<file path="src/ircm_defs.svh">
// register indices, field positions, reset values and counts of the ir carrier modulator
// assumes it is included by bare name from each design file that needs it
`ifndef IRCM_DEFS_SVH
`define IRCM_DEFS_SVH

// register indices, byte address is four times the index
`define IRCM_IDX_PRI_HIGH 6'h10
`define IRCM_IDX_PRI_LOW  6'h11
`define IRCM_IDX_SEC_HIGH 6'h12
`define IRCM_IDX_SEC_LOW  6'h13
`define IRCM_IDX_CTRL     6'h14
`define IRCM_IDX_MOD_A    6'h15
`define IRCM_IDX_MOD_B    6'h16
`define IRCM_IDX_MOD_C    6'h17

// fields of the carrier count registers
`define IRCM_BIT_LATCH    7
`define IRCM_BIT_POL      6
`define IRCM_CNT_MSB      5

// fields of the control register
`define IRCM_BIT_EN       0
`define IRCM_BIT_MODE     1
`define IRCM_BIT_BASEBAND_SELECT     2
`define IRCM_BIT_HALF_RATE_PRESCALE     6
`define IRCM_BIT_ACTIVE   7

// reset values and counts
`define IRCM_CTRL_RST     4'h0
`define IRCM_TIME_DIV     3'h7
`define IRCM_CNT_ONE      6'h01
`define IRCM_CNT_ZERO     6'h00
`define IRCM_MOD_ONE      12'h001
`define IRCM_MOD_ZERO     12'h000
`define IRCM_MOD_FULL     12'hFFF
`define IRCM_PH_FALL      1'h0
`define IRCM_PH_RISE      1'h1

`endif

</file>
<file path="src/ircm_pkg.sv">
// types shared by the ir carrier modulator files
// assumes the constants header is compiled alongside
package ircm_pkg;

   typedef struct packed {
      logic [5:0] pri_high;
      logic [5:0] pri_low;
      logic [5:0] sec_high;
      logic [5:0] sec_low;
   } ircm_counts_s;

   typedef struct packed {
      logic half_rate_prescale;
      logic baseband_select;
      logic mode;
      logic en;
   } ircm_ctrl_s;

   typedef enum logic [2:0] {
      ST_IDLE  = 3'b001,
      ST_MARK  = 3'b010,
      ST_SPACE = 3'b100
   } ircm_state_e;

endpackage

</file>
<file path="src/ircm_top.sv">
// ir carrier modulator: carrier count registers, direct latch, mark/space modulator
// assumes an avalon-mm master on clk_sys_in; clk_sys_in is the oscillator clock
//
// The Avalon-MM interface to the registers was chosen for this implementation.
`timescale 1ns/100ps
`include "ircm_defs.svh"

module ircm_top (
   // clock and reset
   input  wire logic        clk_sys_in,
   input  wire logic        sys_rst_in,
   // avalon-mm slave
   input  wire logic [7:0]  avs_address_in,
   input  wire logic        avs_read_in,
   input  wire logic        avs_write_in,
   input  wire logic [31:0] avs_writedata_in,
   input  wire logic [3:0]  avs_byteenable_in,
   output logic      [31:0] avs_readdata_out,
   output logic             avs_waitrequest_out,
   // emitter pin
   output logic             infrared_output_pin_out
);

   ircm_pkg::ircm_counts_s counts_reg;
   ircm_pkg::ircm_ctrl_s   ctrl_reg;
   ircm_pkg::ircm_state_e  state_reg;
   logic [11:0] mark_buffer_reg;
   logic [11:0] space_buffer_reg;
   logic [11:0] active_space_reg;
   logic [11:0] mod_cnt_reg;
   logic [2:0]  pre_reg;
   logic [7:0]  rd_value;
   logic [7:0]  wdata;
   logic [5:0]  idx;
   logic        ack_reg;
   logic        req;
   logic        wr_take;
   logic        output_polarity_reg;
   logic        latch_reg;
   logic        pend_fall_reg;
   logic        pend_fall_val_reg;
   logic        pend_rise_reg;
   logic        pend_rise_val_reg;
   logic        phase_reg;
   logic        gate_reg;
   logic        sel_reg;
   logic        pin_reg;
   logic [31:0] readdata_reg;
   logic        use_sec;
   logic        mod_clk_tick;
   logic        time_tick;
   logic        mod_tick;
   logic        carrier;
   logic        carrier_eff;
   logic        period_end;
   logic        space_match;
   logic        cycle_end;
   logic        restart;
   logic        gate_close;

   // bus handshake: one wait cycle, answer at the second edge
   assign req                 = avs_read_in || avs_write_in;
   assign avs_waitrequest_out = req && !ack_reg;
   assign avs_readdata_out    = readdata_reg;
   assign idx                 = avs_address_in[7:2];
   assign wdata               = avs_writedata_in[7:0];
   assign wr_take             = avs_write_in && ack_reg && avs_byteenable_in[0];

   always_ff @(posedge clk_sys_in or posedge sys_rst_in) begin
      if (sys_rst_in) begin
         ack_reg <= 1'h0;
      end else begin
         ack_reg <= req && !ack_reg;
      end
   end

   // read mux, unmapped and unused bits read zero
   always_comb begin
      unique case (idx)
         `IRCM_IDX_PRI_HIGH: rd_value = {latch_reg, output_polarity_reg,
                                         counts_reg.pri_high};
         `IRCM_IDX_PRI_LOW:  rd_value = {latch_reg, 1'h0, counts_reg.pri_low};
         `IRCM_IDX_SEC_HIGH: rd_value = {2'h0, counts_reg.sec_high};
         `IRCM_IDX_SEC_LOW:  rd_value = {2'h0, counts_reg.sec_low};
         `IRCM_IDX_CTRL:     rd_value = {state_reg != ircm_pkg::ST_IDLE, ctrl_reg.half_rate_prescale,
                                         3'h0, ctrl_reg.baseband_select, ctrl_reg.mode, ctrl_reg.en};
         `IRCM_IDX_MOD_A:    rd_value = {space_buffer_reg[11:8], mark_buffer_reg[11:8]};
         `IRCM_IDX_MOD_B:    rd_value = mark_buffer_reg[7:0];
         `IRCM_IDX_MOD_C:    rd_value = space_buffer_reg[7:0];
         default:            rd_value = 8'h00;
      endcase
   end

   always_ff @(posedge clk_sys_in or posedge sys_rst_in) begin
      if (sys_rst_in) begin
         readdata_reg <= 32'h0000_0000;
      end else if (avs_read_in && !ack_reg) begin
         readdata_reg <= {24'h00_0000, rd_value};
      end
   end

   // count fields keep their value through reset
   always_ff @(posedge clk_sys_in) begin
      if (wr_take) begin
         unique case (idx)
            `IRCM_IDX_PRI_HIGH: counts_reg.pri_high <= wdata[`IRCM_CNT_MSB:0];
            `IRCM_IDX_PRI_LOW:  counts_reg.pri_low  <= wdata[`IRCM_CNT_MSB:0];
            `IRCM_IDX_SEC_HIGH: counts_reg.sec_high <= wdata[`IRCM_CNT_MSB:0];
            `IRCM_IDX_SEC_LOW:  counts_reg.sec_low  <= wdata[`IRCM_CNT_MSB:0];
            default:            counts_reg <= counts_reg;
         endcase
      end
   end

   // polarity bit of the primary high register
   always_ff @(posedge clk_sys_in or posedge sys_rst_in) begin
      if (sys_rst_in) begin
         output_polarity_reg <= 1'h0;
      end else if (wr_take && idx == `IRCM_IDX_PRI_HIGH) begin
         output_polarity_reg <= wdata[`IRCM_BIT_POL];
      end
   end

   // control register and modulator buffers
   always_ff @(posedge clk_sys_in or posedge sys_rst_in) begin
      if (sys_rst_in) begin
         ctrl_reg         <= `IRCM_CTRL_RST;
         mark_buffer_reg  <= `IRCM_MOD_ZERO;
         space_buffer_reg <= `IRCM_MOD_ZERO;
      end else if (wr_take) begin
         unique case (idx)
            `IRCM_IDX_CTRL: begin
               ctrl_reg.en   <= wdata[`IRCM_BIT_EN];
               ctrl_reg.mode <= wdata[`IRCM_BIT_MODE];
               ctrl_reg.baseband_select <= wdata[`IRCM_BIT_BASEBAND_SELECT];
               ctrl_reg.half_rate_prescale <= wdata[`IRCM_BIT_HALF_RATE_PRESCALE];
            end
            `IRCM_IDX_MOD_A: begin
               mark_buffer_reg[11:8]  <= wdata[3:0];
               space_buffer_reg[11:8] <= wdata[7:4];
            end
            `IRCM_IDX_MOD_B: mark_buffer_reg[7:0]  <= wdata;
            `IRCM_IDX_MOD_C: space_buffer_reg[7:0] <= wdata;
            default: ctrl_reg <= ctrl_reg;
         endcase
      end
   end

   // bus clock phase, oscillator divided by two
   always_ff @(posedge clk_sys_in or posedge sys_rst_in) begin
      if (sys_rst_in) begin
         phase_reg <= `IRCM_PH_FALL;
      end else begin
         phase_reg <= !phase_reg;
      end
   end

   // latch writes wait for their bus clock edge; a new write replaces a pending one
   always_ff @(posedge clk_sys_in or posedge sys_rst_in) begin
      if (sys_rst_in) begin
         pend_fall_reg     <= 1'h0;
         pend_fall_val_reg <= 1'h0;
         pend_rise_reg     <= 1'h0;
         pend_rise_val_reg <= 1'h0;
      end else begin
         if (wr_take && idx == `IRCM_IDX_PRI_HIGH) begin
            pend_fall_reg     <= 1'h1;
            pend_fall_val_reg <= wdata[`IRCM_BIT_LATCH];
         end else if (phase_reg == `IRCM_PH_FALL) begin
            pend_fall_reg <= 1'h0;
         end
         if (wr_take && idx == `IRCM_IDX_PRI_LOW) begin
            pend_rise_reg     <= 1'h1;
            pend_rise_val_reg <= wdata[`IRCM_BIT_LATCH];
         end else if (phase_reg == `IRCM_PH_RISE) begin
            pend_rise_reg <= 1'h0;
         end
      end
   end

   always_ff @(posedge clk_sys_in or posedge sys_rst_in) begin
      if (sys_rst_in) begin
         latch_reg <= 1'h0;
      end else if (pend_fall_reg && phase_reg == `IRCM_PH_FALL) begin
         latch_reg <= pend_fall_val_reg;
      end else if (pend_rise_reg && phase_reg == `IRCM_PH_RISE) begin
         latch_reg <= pend_rise_val_reg;
      end
   end

   // module clock enable and modulator time baseband_select
   assign mod_clk_tick = ctrl_reg.half_rate_prescale ? phase_reg : 1'h1;
   assign time_tick    = mod_clk_tick && pre_reg == `IRCM_TIME_DIV;
   assign mod_tick     = ctrl_reg.mode ? period_end : time_tick;

   always_ff @(posedge clk_sys_in or posedge sys_rst_in) begin
      if (sys_rst_in) begin
         pre_reg <= 3'h0;
      end else if (mod_clk_tick) begin
         pre_reg <= pre_reg + 3'h1;
      end
   end

   // carrier generator
   assign use_sec     = ctrl_reg.mode && sel_reg;
   assign carrier_eff = ctrl_reg.baseband_select ? 1'h1 : carrier;
   assign restart     = (state_reg == ircm_pkg::ST_IDLE && ctrl_reg.en)
                        || (cycle_end && !gate_reg);

   ircm_carrier u_carrier (
      .clk_sys_in     (clk_sys_in),
      .sys_rst_in     (sys_rst_in),
      .tick_in        (mod_clk_tick),
      .run_in         (ctrl_reg.en && !ctrl_reg.baseband_select),
      .restart_in     (restart),
      .use_sec_in     (use_sec),
      .counts_in      (counts_reg),
      .carrier_out    (carrier),
      .period_end_out (period_end)
   );

   // modulator counter and state
   assign space_match = state_reg == ircm_pkg::ST_SPACE
                        && ~mod_cnt_reg == active_space_reg;
   assign cycle_end   = space_match && ctrl_reg.en;
   assign gate_close  = state_reg == ircm_pkg::ST_SPACE && !space_match
                        && (ctrl_reg.baseband_select || !carrier);

   always_ff @(posedge clk_sys_in or posedge sys_rst_in) begin
      if (sys_rst_in) begin
         state_reg        <= ircm_pkg::ST_IDLE;
         mod_cnt_reg      <= `IRCM_MOD_ZERO;
         active_space_reg <= `IRCM_MOD_ZERO;
      end else if (!ctrl_reg.en) begin
         state_reg <= ircm_pkg::ST_IDLE;
      end else begin
         unique case (state_reg)
            ircm_pkg::ST_IDLE: begin
               state_reg        <= ircm_pkg::ST_MARK;
               mod_cnt_reg      <= mark_buffer_reg;
               active_space_reg <= space_buffer_reg;
            end
            ircm_pkg::ST_MARK: begin
               if (mod_tick) begin
                  if (mod_cnt_reg == `IRCM_MOD_ZERO) begin
                     state_reg <= ircm_pkg::ST_SPACE;
                  end
                  mod_cnt_reg <= mod_cnt_reg - `IRCM_MOD_ONE;
               end
            end
            ircm_pkg::ST_SPACE: begin
               if (space_match) begin
                  state_reg        <= ircm_pkg::ST_MARK;
                  mod_cnt_reg      <= mark_buffer_reg;
                  active_space_reg <= space_buffer_reg;
               end else if (mod_tick) begin
                  mod_cnt_reg <= mod_cnt_reg - `IRCM_MOD_ONE;
               end
            end
         endcase
      end
   end

   // gate and count set selection
   always_ff @(posedge clk_sys_in or posedge sys_rst_in) begin
      if (sys_rst_in) begin
         gate_reg <= 1'h0;
         sel_reg  <= 1'h0;
      end else if (!ctrl_reg.en) begin
         gate_reg <= 1'h0;
         sel_reg  <= 1'h0;
      end else begin
         if (state_reg == ircm_pkg::ST_IDLE || cycle_end) begin
            gate_reg <= 1'h1;
         end else if (gate_close) begin
            gate_reg <= 1'h0;
         end
         if (cycle_end && ctrl_reg.mode) begin
            sel_reg <= !sel_reg;
         end
      end
   end

   // pin: modulator output when enabled, latch otherwise
   always_ff @(posedge clk_sys_in or posedge sys_rst_in) begin
      if (sys_rst_in) begin
         pin_reg <= 1'h0;
      end else if (ctrl_reg.en) begin
         pin_reg <= (gate_reg && carrier_eff) ^ output_polarity_reg;
      end else begin
         pin_reg <= latch_reg;
      end
   end

   assign infrared_output_pin_out = pin_reg;
endmodule

</file>
<file path="src/ircm_carrier.sv">
// carrier generator: 6-bit up counter toggling between high and low counts
// assumes tick_in is the module clock enable and counts are stable while running
`timescale 1ns/100ps
`include "ircm_defs.svh"

module ircm_carrier (
   // clock and reset
   input  wire logic                  clk_sys_in,
   input  wire logic                  sys_rst_in,
   // control
   input  wire logic                  tick_in,
   input  wire logic                  run_in,
   input  wire logic                  restart_in,
   input  wire logic                  use_sec_in,
   input  wire ircm_pkg::ircm_counts_s counts_in,
   // carrier
   output logic                       carrier_out,
   output logic                       period_end_out
);

   logic [5:0] cnt_reg;
   logic [5:0] cnt_next;
   logic [5:0] high_cnt;
   logic [5:0] low_cnt;
   logic       level_reg;

   // count set choice
   assign high_cnt = use_sec_in ? counts_in.sec_high : counts_in.pri_high;
   assign low_cnt  = use_sec_in ? counts_in.sec_low  : counts_in.pri_low;
   assign cnt_next = cnt_reg + `IRCM_CNT_ONE;

   always_ff @(posedge clk_sys_in or posedge sys_rst_in) begin
      if (sys_rst_in) begin
         cnt_reg   <= `IRCM_CNT_ZERO;
         level_reg <= 1'h1;
      end else if (!run_in || restart_in) begin
         cnt_reg   <= `IRCM_CNT_ZERO;
         level_reg <= 1'h1;
      end else if (tick_in) begin
         if (level_reg && cnt_next == high_cnt) begin
            cnt_reg   <= `IRCM_CNT_ZERO;
            level_reg <= 1'h0;
         end else if (!level_reg && cnt_next == low_cnt) begin
            cnt_reg   <= `IRCM_CNT_ZERO;
            level_reg <= 1'h1;
         end else begin
            cnt_reg <= cnt_next;
         end
      end
   end

   assign carrier_out    = level_reg;
   assign period_end_out = run_in && !restart_in && tick_in && !level_reg
                           && cnt_next == low_cnt;

endmodule

</file>
<file path="config.mk">
export PLATFORM = sky130hd
export DESIGN_NAME = ircm_top
export DESIGN_NICKNAME = d
export VERILOG_FILES = /design/src/ircm_pkg.sv /design/src/ircm_top.sv /design/src/ircm_carrier.sv
export VERILOG_INCLUDE_DIRS = /design/src
export SDC_FILE = /design/constraint.sdc
export NUM_CORES = 1
export LEC_CHECK = 0
export BUFFER_PORTS_ARGS = -buffer_cell sky130_fd_sc_hd__buf_2
export CAP_MARGIN = 10
export CORE_ASPECT_RATIO = 0.8
export CORE_UTILIZATION = 57
export CTS_BUF_LIST = sky130_fd_sc_hd__clkbuf_8
export DETAILED_ROUTE_END_ITERATION = 10
export PLACE_DENSITY = 0.84
export SLEW_MARGIN = 0
export SYNTH_ARGS = -nofsm -noshare
export SYNTH_HDL_FRONTEND = slang
export SYNTH_SLANG_ARGS = --single-unit
export TNS_END_PERCENT = 1
</file>
<file path="constraint.sdc">
create_clock -name clk_sys_in -period 5.45 [get_ports clk_sys_in]
set_input_delay 0.545 -clock clk_sys_in [delete_from_list [all_inputs] [get_ports clk_sys_in]]
set_output_delay 0.545 -clock clk_sys_in [all_outputs]
set_load 0.1 [all_outputs]
</file>
Yosys cells after proc, flatten, opt, wreduce, memory -nomap -nowiden
Index checks and enable logic that the tools add are counted.
Storage, ports and cells
  memories kept: 0
  RAM bits: 0
  bits in read-only memories: 0
  latch bits: 0
  input bits: 48
  register bits after elaboration: 108
Operators by class
  reductions and logical operators: 56
  multiply operators: 0
  bitwise gates (word level): 3
  divide/modulo/power cells: 0
  shift-type cells: 0
  add/subtract/negate cells: 3
  $lt $le $gt $ge: 0
  multiplexer cells: 36
  eq/ne operators: 23
Operator list (number)
  8-bit case mux with 8 select lines: 1
  6-bit by 5-bit equality test with 1-bit output, second input constant: 8
  12-bit 2-to-1 mux: 3
  6-bit 2-to-1 mux: 6
  12-bit case mux with 3 select lines: 1
  1-bit logical AND: 25
  12-bit case mux with 2 select lines: 1
  1-bit 2-to-1 mux: 19
  2-bit AND reduction: 9
  12-bit equality test: 1
  6-bit equality test: 2
  12-bit logical NOT: 1
  3-bit 2-to-1 mux: 4
  12-bit NOT: 1
  12-bit by 1-bit subtractor with 12-bit output, second input constant: 1
  1-bit logical NOT: 9
  3-bit != test, second input constant: 3
  3-bit case mux with 3 select lines: 1
  2-bit nonzero test: 4
  6-bit by 1-bit adder with 6-bit output, second input constant: 1
  3-bit equality test, second input constant: 2
  3-bit by 1-bit != test with 1-bit output, second input constant: 2
  3-bit AND reduction: 2
  1-bit logical OR: 5
  8 further kinds: 9

Logic depth before layout (Yosys ltp)
  depth after elaboration: 15
  mapped depth: 8
  gate-level depth less buffers: 8

Modules after synthesis
From an unflattened synthesis, not the netlist that was laid out.
Second synthesis, totals
  cell total of the unflattened synthesis: 461
  area total of the unflattened synthesis: 5584.1 um^2
By module, submodules not included
  ircm_top: cells each 391, sequential area each 2648.8 um^2, times used 1, area an instance 4873.4 um^2
  ircm_carrier: cells each 70, sequential area each 176.4 um^2, times used 1, area an instance 710.7 um^2

Worst setup path after synthesis
No wires, ideal clock.
  kind: register to register
  start: register u_carrier.cnt_reg[0]
  end: register mod_cnt_reg[3]
  buffers on the path: 0
  data required time: 5.324 ns
  arrival time: 2.335 ns
  library setup time: 0.126 ns
  setup slack: 2.989 ns
  stages on the path, launching flop included: 9
  path through: dfrtp_1 ha_1 xnor2_1 nor3_1 nand4b_1 nor4b_4 nand4_2 and2_1 a311o_1
On the way
  cells in the longest elaborated chain, start to end: 7
Ends and longest elaborated chain
  from (decl): line ircm_carrier.sv:21  | logic [5:0] cnt_reg;
  from (signal assigned): line ircm_carrier.sv:34  | cnt_reg <= `IRCM_CNT_ZERO;
  from (signal assigned): line ircm_carrier.sv:37  | cnt_reg <= `IRCM_CNT_ZERO;
  from (signal assigned): line ircm_carrier.sv:41  | cnt_reg <= `IRCM_CNT_ZERO;
  6-bit by 1-bit adder with 6-bit output (no source line) *
  6-bit equality test *: line ircm_carrier.sv:54  | && cnt_next == low_cnt;
  1-bit logical AND *: line ircm_carrier.sv:54
  1-bit 2-to-1 mux *: line ircm_top.sv:194  | assign mod_tick = ctrl_reg.mode ? period_end : time_tick;
  12-bit 2-to-1 mux *
  12-bit 2-to-1 mux
  12-bit case mux with 3 select lines *
  to (signal assigned): line ircm_top.sv:232  | mod_cnt_reg <= `IRCM_MOD_ZERO;
  to (signal assigned): line ircm_top.sv:240  | mod_cnt_reg <= mark_buffer_reg;
  to (signal assigned): line ircm_top.sv:248  | mod_cnt_reg <= mod_cnt_reg - `IRCM_MOD_ONE;
  to (decl): line ircm_top.sv:30  | logic [11:0] mod_cnt_reg;
Mark *: on every way between the ends. The rest lies on a longest branch, timed or not.
A chain may end at the register's enable or synchronous reset.

Worst setup path in the final report
  start: register u_carrier.cnt_reg[0]
  end: register mod_cnt_reg[5]
Same word-level chain as after synthesis.

==> impl_metrics.py <==
metrics = {
    "status": {
        "status": "finished clean",
    },
    "critical_path": {
        "worstPathRequired_ns": 5.71,
        "critPathKind": "flip-flop to flip-flop",
        "r2r_end": "mod_cnt_reg[5]$_DFFE_PP0P_",
        "crit_arrival_ns": 3.33,
        "r2r_start": "u_carrier.cnt_reg[0]$_DFFE_PP0P_",
        "crit_path_end_kind": "flip-flop",
        "cp-start-kind": "flip-flop",
        "setup.reg_to_reg.worst_slack_ns": 2.38,
        "r2r_cells": 8,
        "critical_path.max_fanout": 7,
    },
    "logic_synthesis": {
        "ys_seq_area_frac": 0.496,
        "avgSynthCellArea_um2": 11.4,
        "yosysTopAreaCell": "dfrtp_1",
        "synth_top_area_frac": 0.360,
        "synth.distinct_cells": 63,
        "yosys_warnings": 0,
        "synth_seq_cells": 108,
        "syn_area_um2": 5690,
        "synthTopCellsByArea": "dfrtp_1, edfxtp_1, mux2_2",
        "synth-edff-count": 24,
        "synthArstFlopShare": 0.778,
        "synth_ff_type": "dfrtp_1",
        "postSynthCellCount": 499,
    },
    "route": {
        "first_pass_iters": 5,
        "routed_wl_mm": 13.4,
        "vias_per_cell": 6.24,
        "ant_nets": 0,
        "drt_iter0_drc": 410,
        "wl_per_cell_um": 20.2,
        "vias": 4149,
        "drc": 0,
    },
    "clock_network": {
        "ctsHtreeMaxLevel": 3,
        "root_buffer": "clkbuf_8",
        "cts.repair.resized": 0,
        "cts_sinks": 108,
        "clock_latency_ns": 0.39,
        "cts_buffer_depth": 2,
        "cts_buffers": 9,
        "postCtsHoldBufs": 0,
        "cts_setup_buffers": 0,
        "clk_pin_slew_ns": 0.10,
        "cts_tree": "built",
    },
    "hold_path": {
        "hold_path_end": "counts_reg[10]$_DFFE_PP_",
        "holdPathStages": 1,
        "min-delay-start": "avs_writedata_in[4]",
        "hold_path_class": "primary input to flip-flop",
    },
    "global_route": {
        "grt_pass1_vias": 3889,
        "grt_max_degree": 85,
        "antenna_found_initial": 0,
        "gr-total-overflow": 0,
        "grt_pass1_wl_mm": 21.2,
        "grt_usage": 0.278,
    },
    "sta": {
        "setup-tns-final_ns": 0,
        "rsz0062_at_grt": "no",
        "finalSetupViolCount": 0,
        "finClkSkew_ns": 0.0105,
        "tightest_slew_ns": 1.07,
        "finalCritPeriodShare": 0.563,
        "slew_headroom": 0.285,
        "max_freq_mhz": 326,
        "final-hold-violation-count": 0,
        "period_needed_ns": 3.07,
        "maxSlewViolCount": 0,
    },
    "power_and_ir_drop": {
        "switchingPower_w": 0.000740,
        "p_comb_frac": 0.279,
        "pwr-share-seq": 0.497,
        "powerDensity_nw_per_um2": 334,
        "p_int_w": 0.00128,
        "swShare": 0.366,
        "finalPower_w": 0.00202,
        "power_leakage_nw": 2.66,
        "peakVddDrop_mv": 0.213,
        "clockPowerShare": 0.223,
    },
    "finish": {
        "largest_reg_flops": 24,
        "n_fill_cell": 769,
        "num-nets-final": 576,
        "area_delta_synth_final_pct": 6.20,
        "fin_area_um2": 6050,
        "final_layout_size_suffix_gt1_frac": 0.229,
        "antenna_cells": 0,
    },
    "placed_design": {
        "dp_hpwl_mm": 9.74,
        "portBuffers": 28,
        "place_congestion": 0.840,
        "dpl_cell_area_um2": 5870,
    },
    "floorplanning": {
        "ioPinCount": 82,
        "start_util": 0.588,
        "coreArea_um2": 9690,
        "die_x_um": 114,
        "dieHeight_um": 91.4,
        "row_count": 32,
        "dieArea_um2": 10400,
    },
    "flow_run": {
        "drv_cap": 0,
    },
}
==> cells in the mapped netlist (all sizes together), types with 9 or more instances <==
cell,instances
dfrtp,82
mux2,47
nand2,35
buf,31
o21ai,25
edfxtp,24
nor2,22
xnor2,16
a21oi,14
nand3,14
inv,13
a22oi,12
nor3,12
clkbuf,11
mux2i,11
nand4,10
mux4,9
xor2,9
==> critical path, stage by stage (launching register included) <==
cell,delay (ns)
dfrtp_1,0.48
ha_1,0.30
xnor2_1,0.30
nor3_1,0.09
nand4b_1,0.25
nor4b_4,0.52
nand4_2,0.30
and2_1,0.32
o311ai_0,0.38
==> cell usage in the layout (no fill, tap or decap), types with 9 or more instances in the layout <==
cell type  instances
buf_2             28
dfrtp_1           82
nand3_1           13
o21ai_0           25
clkbuf_8           9
mux2i_1           11
inv_1             13
mux2_2            47
nor3_1            12
mux4_2             9
xor2_1             9
nand4_1            9
edfxtp_1          24
a21oi_1           14
xnor2_1           16
conb_1            24
nor2_1            22
nand2_1           34
a22oi_1           11
==> through the flow <==
step / util / setup slack [ns] / instances / hold slack [ns]
global placement: 0.606 / 2.53 / 649 / 0.448
floorplan: - / 2.74 / 522 / 0.443
global route: 0.624 / 2.20 / 665 / 0.413
detailed placement: 0.606 / 2.41 / 649 / 0.466
CTS: 0.624 / 2.39 / 665 / 0.407
finish: 0.624 / 2.38 / 665 / 0.417
==> power by group through the flow <==
stage | Combinational, W | Clock (W) | Sequential (W)
final | 0.000564 | 0.000451 | 0.00100
after global routing | 0.000612 | 0.000488 | 0.00101
after CTS | 0.000561 | 0.000459 | 0.00100
after detailed placement | 0.000558 | 0 | 0.00102
after global placement | 0.000537 | 0 | 0.00101
after floorplan | 0.000452 | 0 | 0.00101
==> layout make-up <==
cell class	count	area [um^2]	area share
inverters	13	50.0	0.00828
clock buffers	9	124	0.0205
well taps	136	170	0.0281
multi-input cells	359	2650	0.438
clock inverters	7	48.8	0.00807
flip-flops and latches	108	2830	0.467
repair buffers	33	178	0.0294
==> layer usage <==
layer  routed length [um]  vias to the layer above  GRT usage  share of wire
met5                    0                        -          0              0
met4                  249                        0     0.0844          0.019
met3                 1070                       18     0.0688          0.080
met2                 6220                      208      0.425           0.46
met1                 5880                     2068      0.392           0.44
li1                     -                     1855          -              -
==> how the worst max path moves through the flow <==
stage	from	end	slack [ns]	depth (start not counted)
floorplan	sys_rst_in	ack_reg$_DFF_PP0_	2.74	1
CTS	u_carrier.cnt_reg[0]$_DFFE_PP0P_	mod_cnt_reg[5]$_DFFE_PP0P_	2.39	8
finish	u_carrier.cnt_reg[0]$_DFFE_PP0P_	mod_cnt_reg[5]$_DFFE_PP0P_	2.38	8
global route	ctrl_reg[0]$_DFFE_PP0P_	mod_cnt_reg[11]$_DFFE_PP0P_	2.20	7
detailed placement	u_carrier.cnt_reg[0]$_DFFE_PP0P_	mod_cnt_reg[5]$_DFFE_PP0P_	2.41	8
global placement	u_carrier.cnt_reg[0]$_DFFE_PP0P_	mod_cnt_reg[3]$_DFFE_PP0P_	2.53	8
==> kinds of logic after synthesis <==
family | Yosys count | share of synthesized area
mux | 67 | 0.148
simple gates | 142 | 0.138
compound gates | 96 | 0.113
other cells | 1 | 0.000659
buf+inv | 55 | 0.0534
xor+xnor | 26 | 0.0424
flops | 108 | 0.496
fa+ha+maj | 4 | 0.00879
No activity file was read; power rests on OpenSTA's default activity.
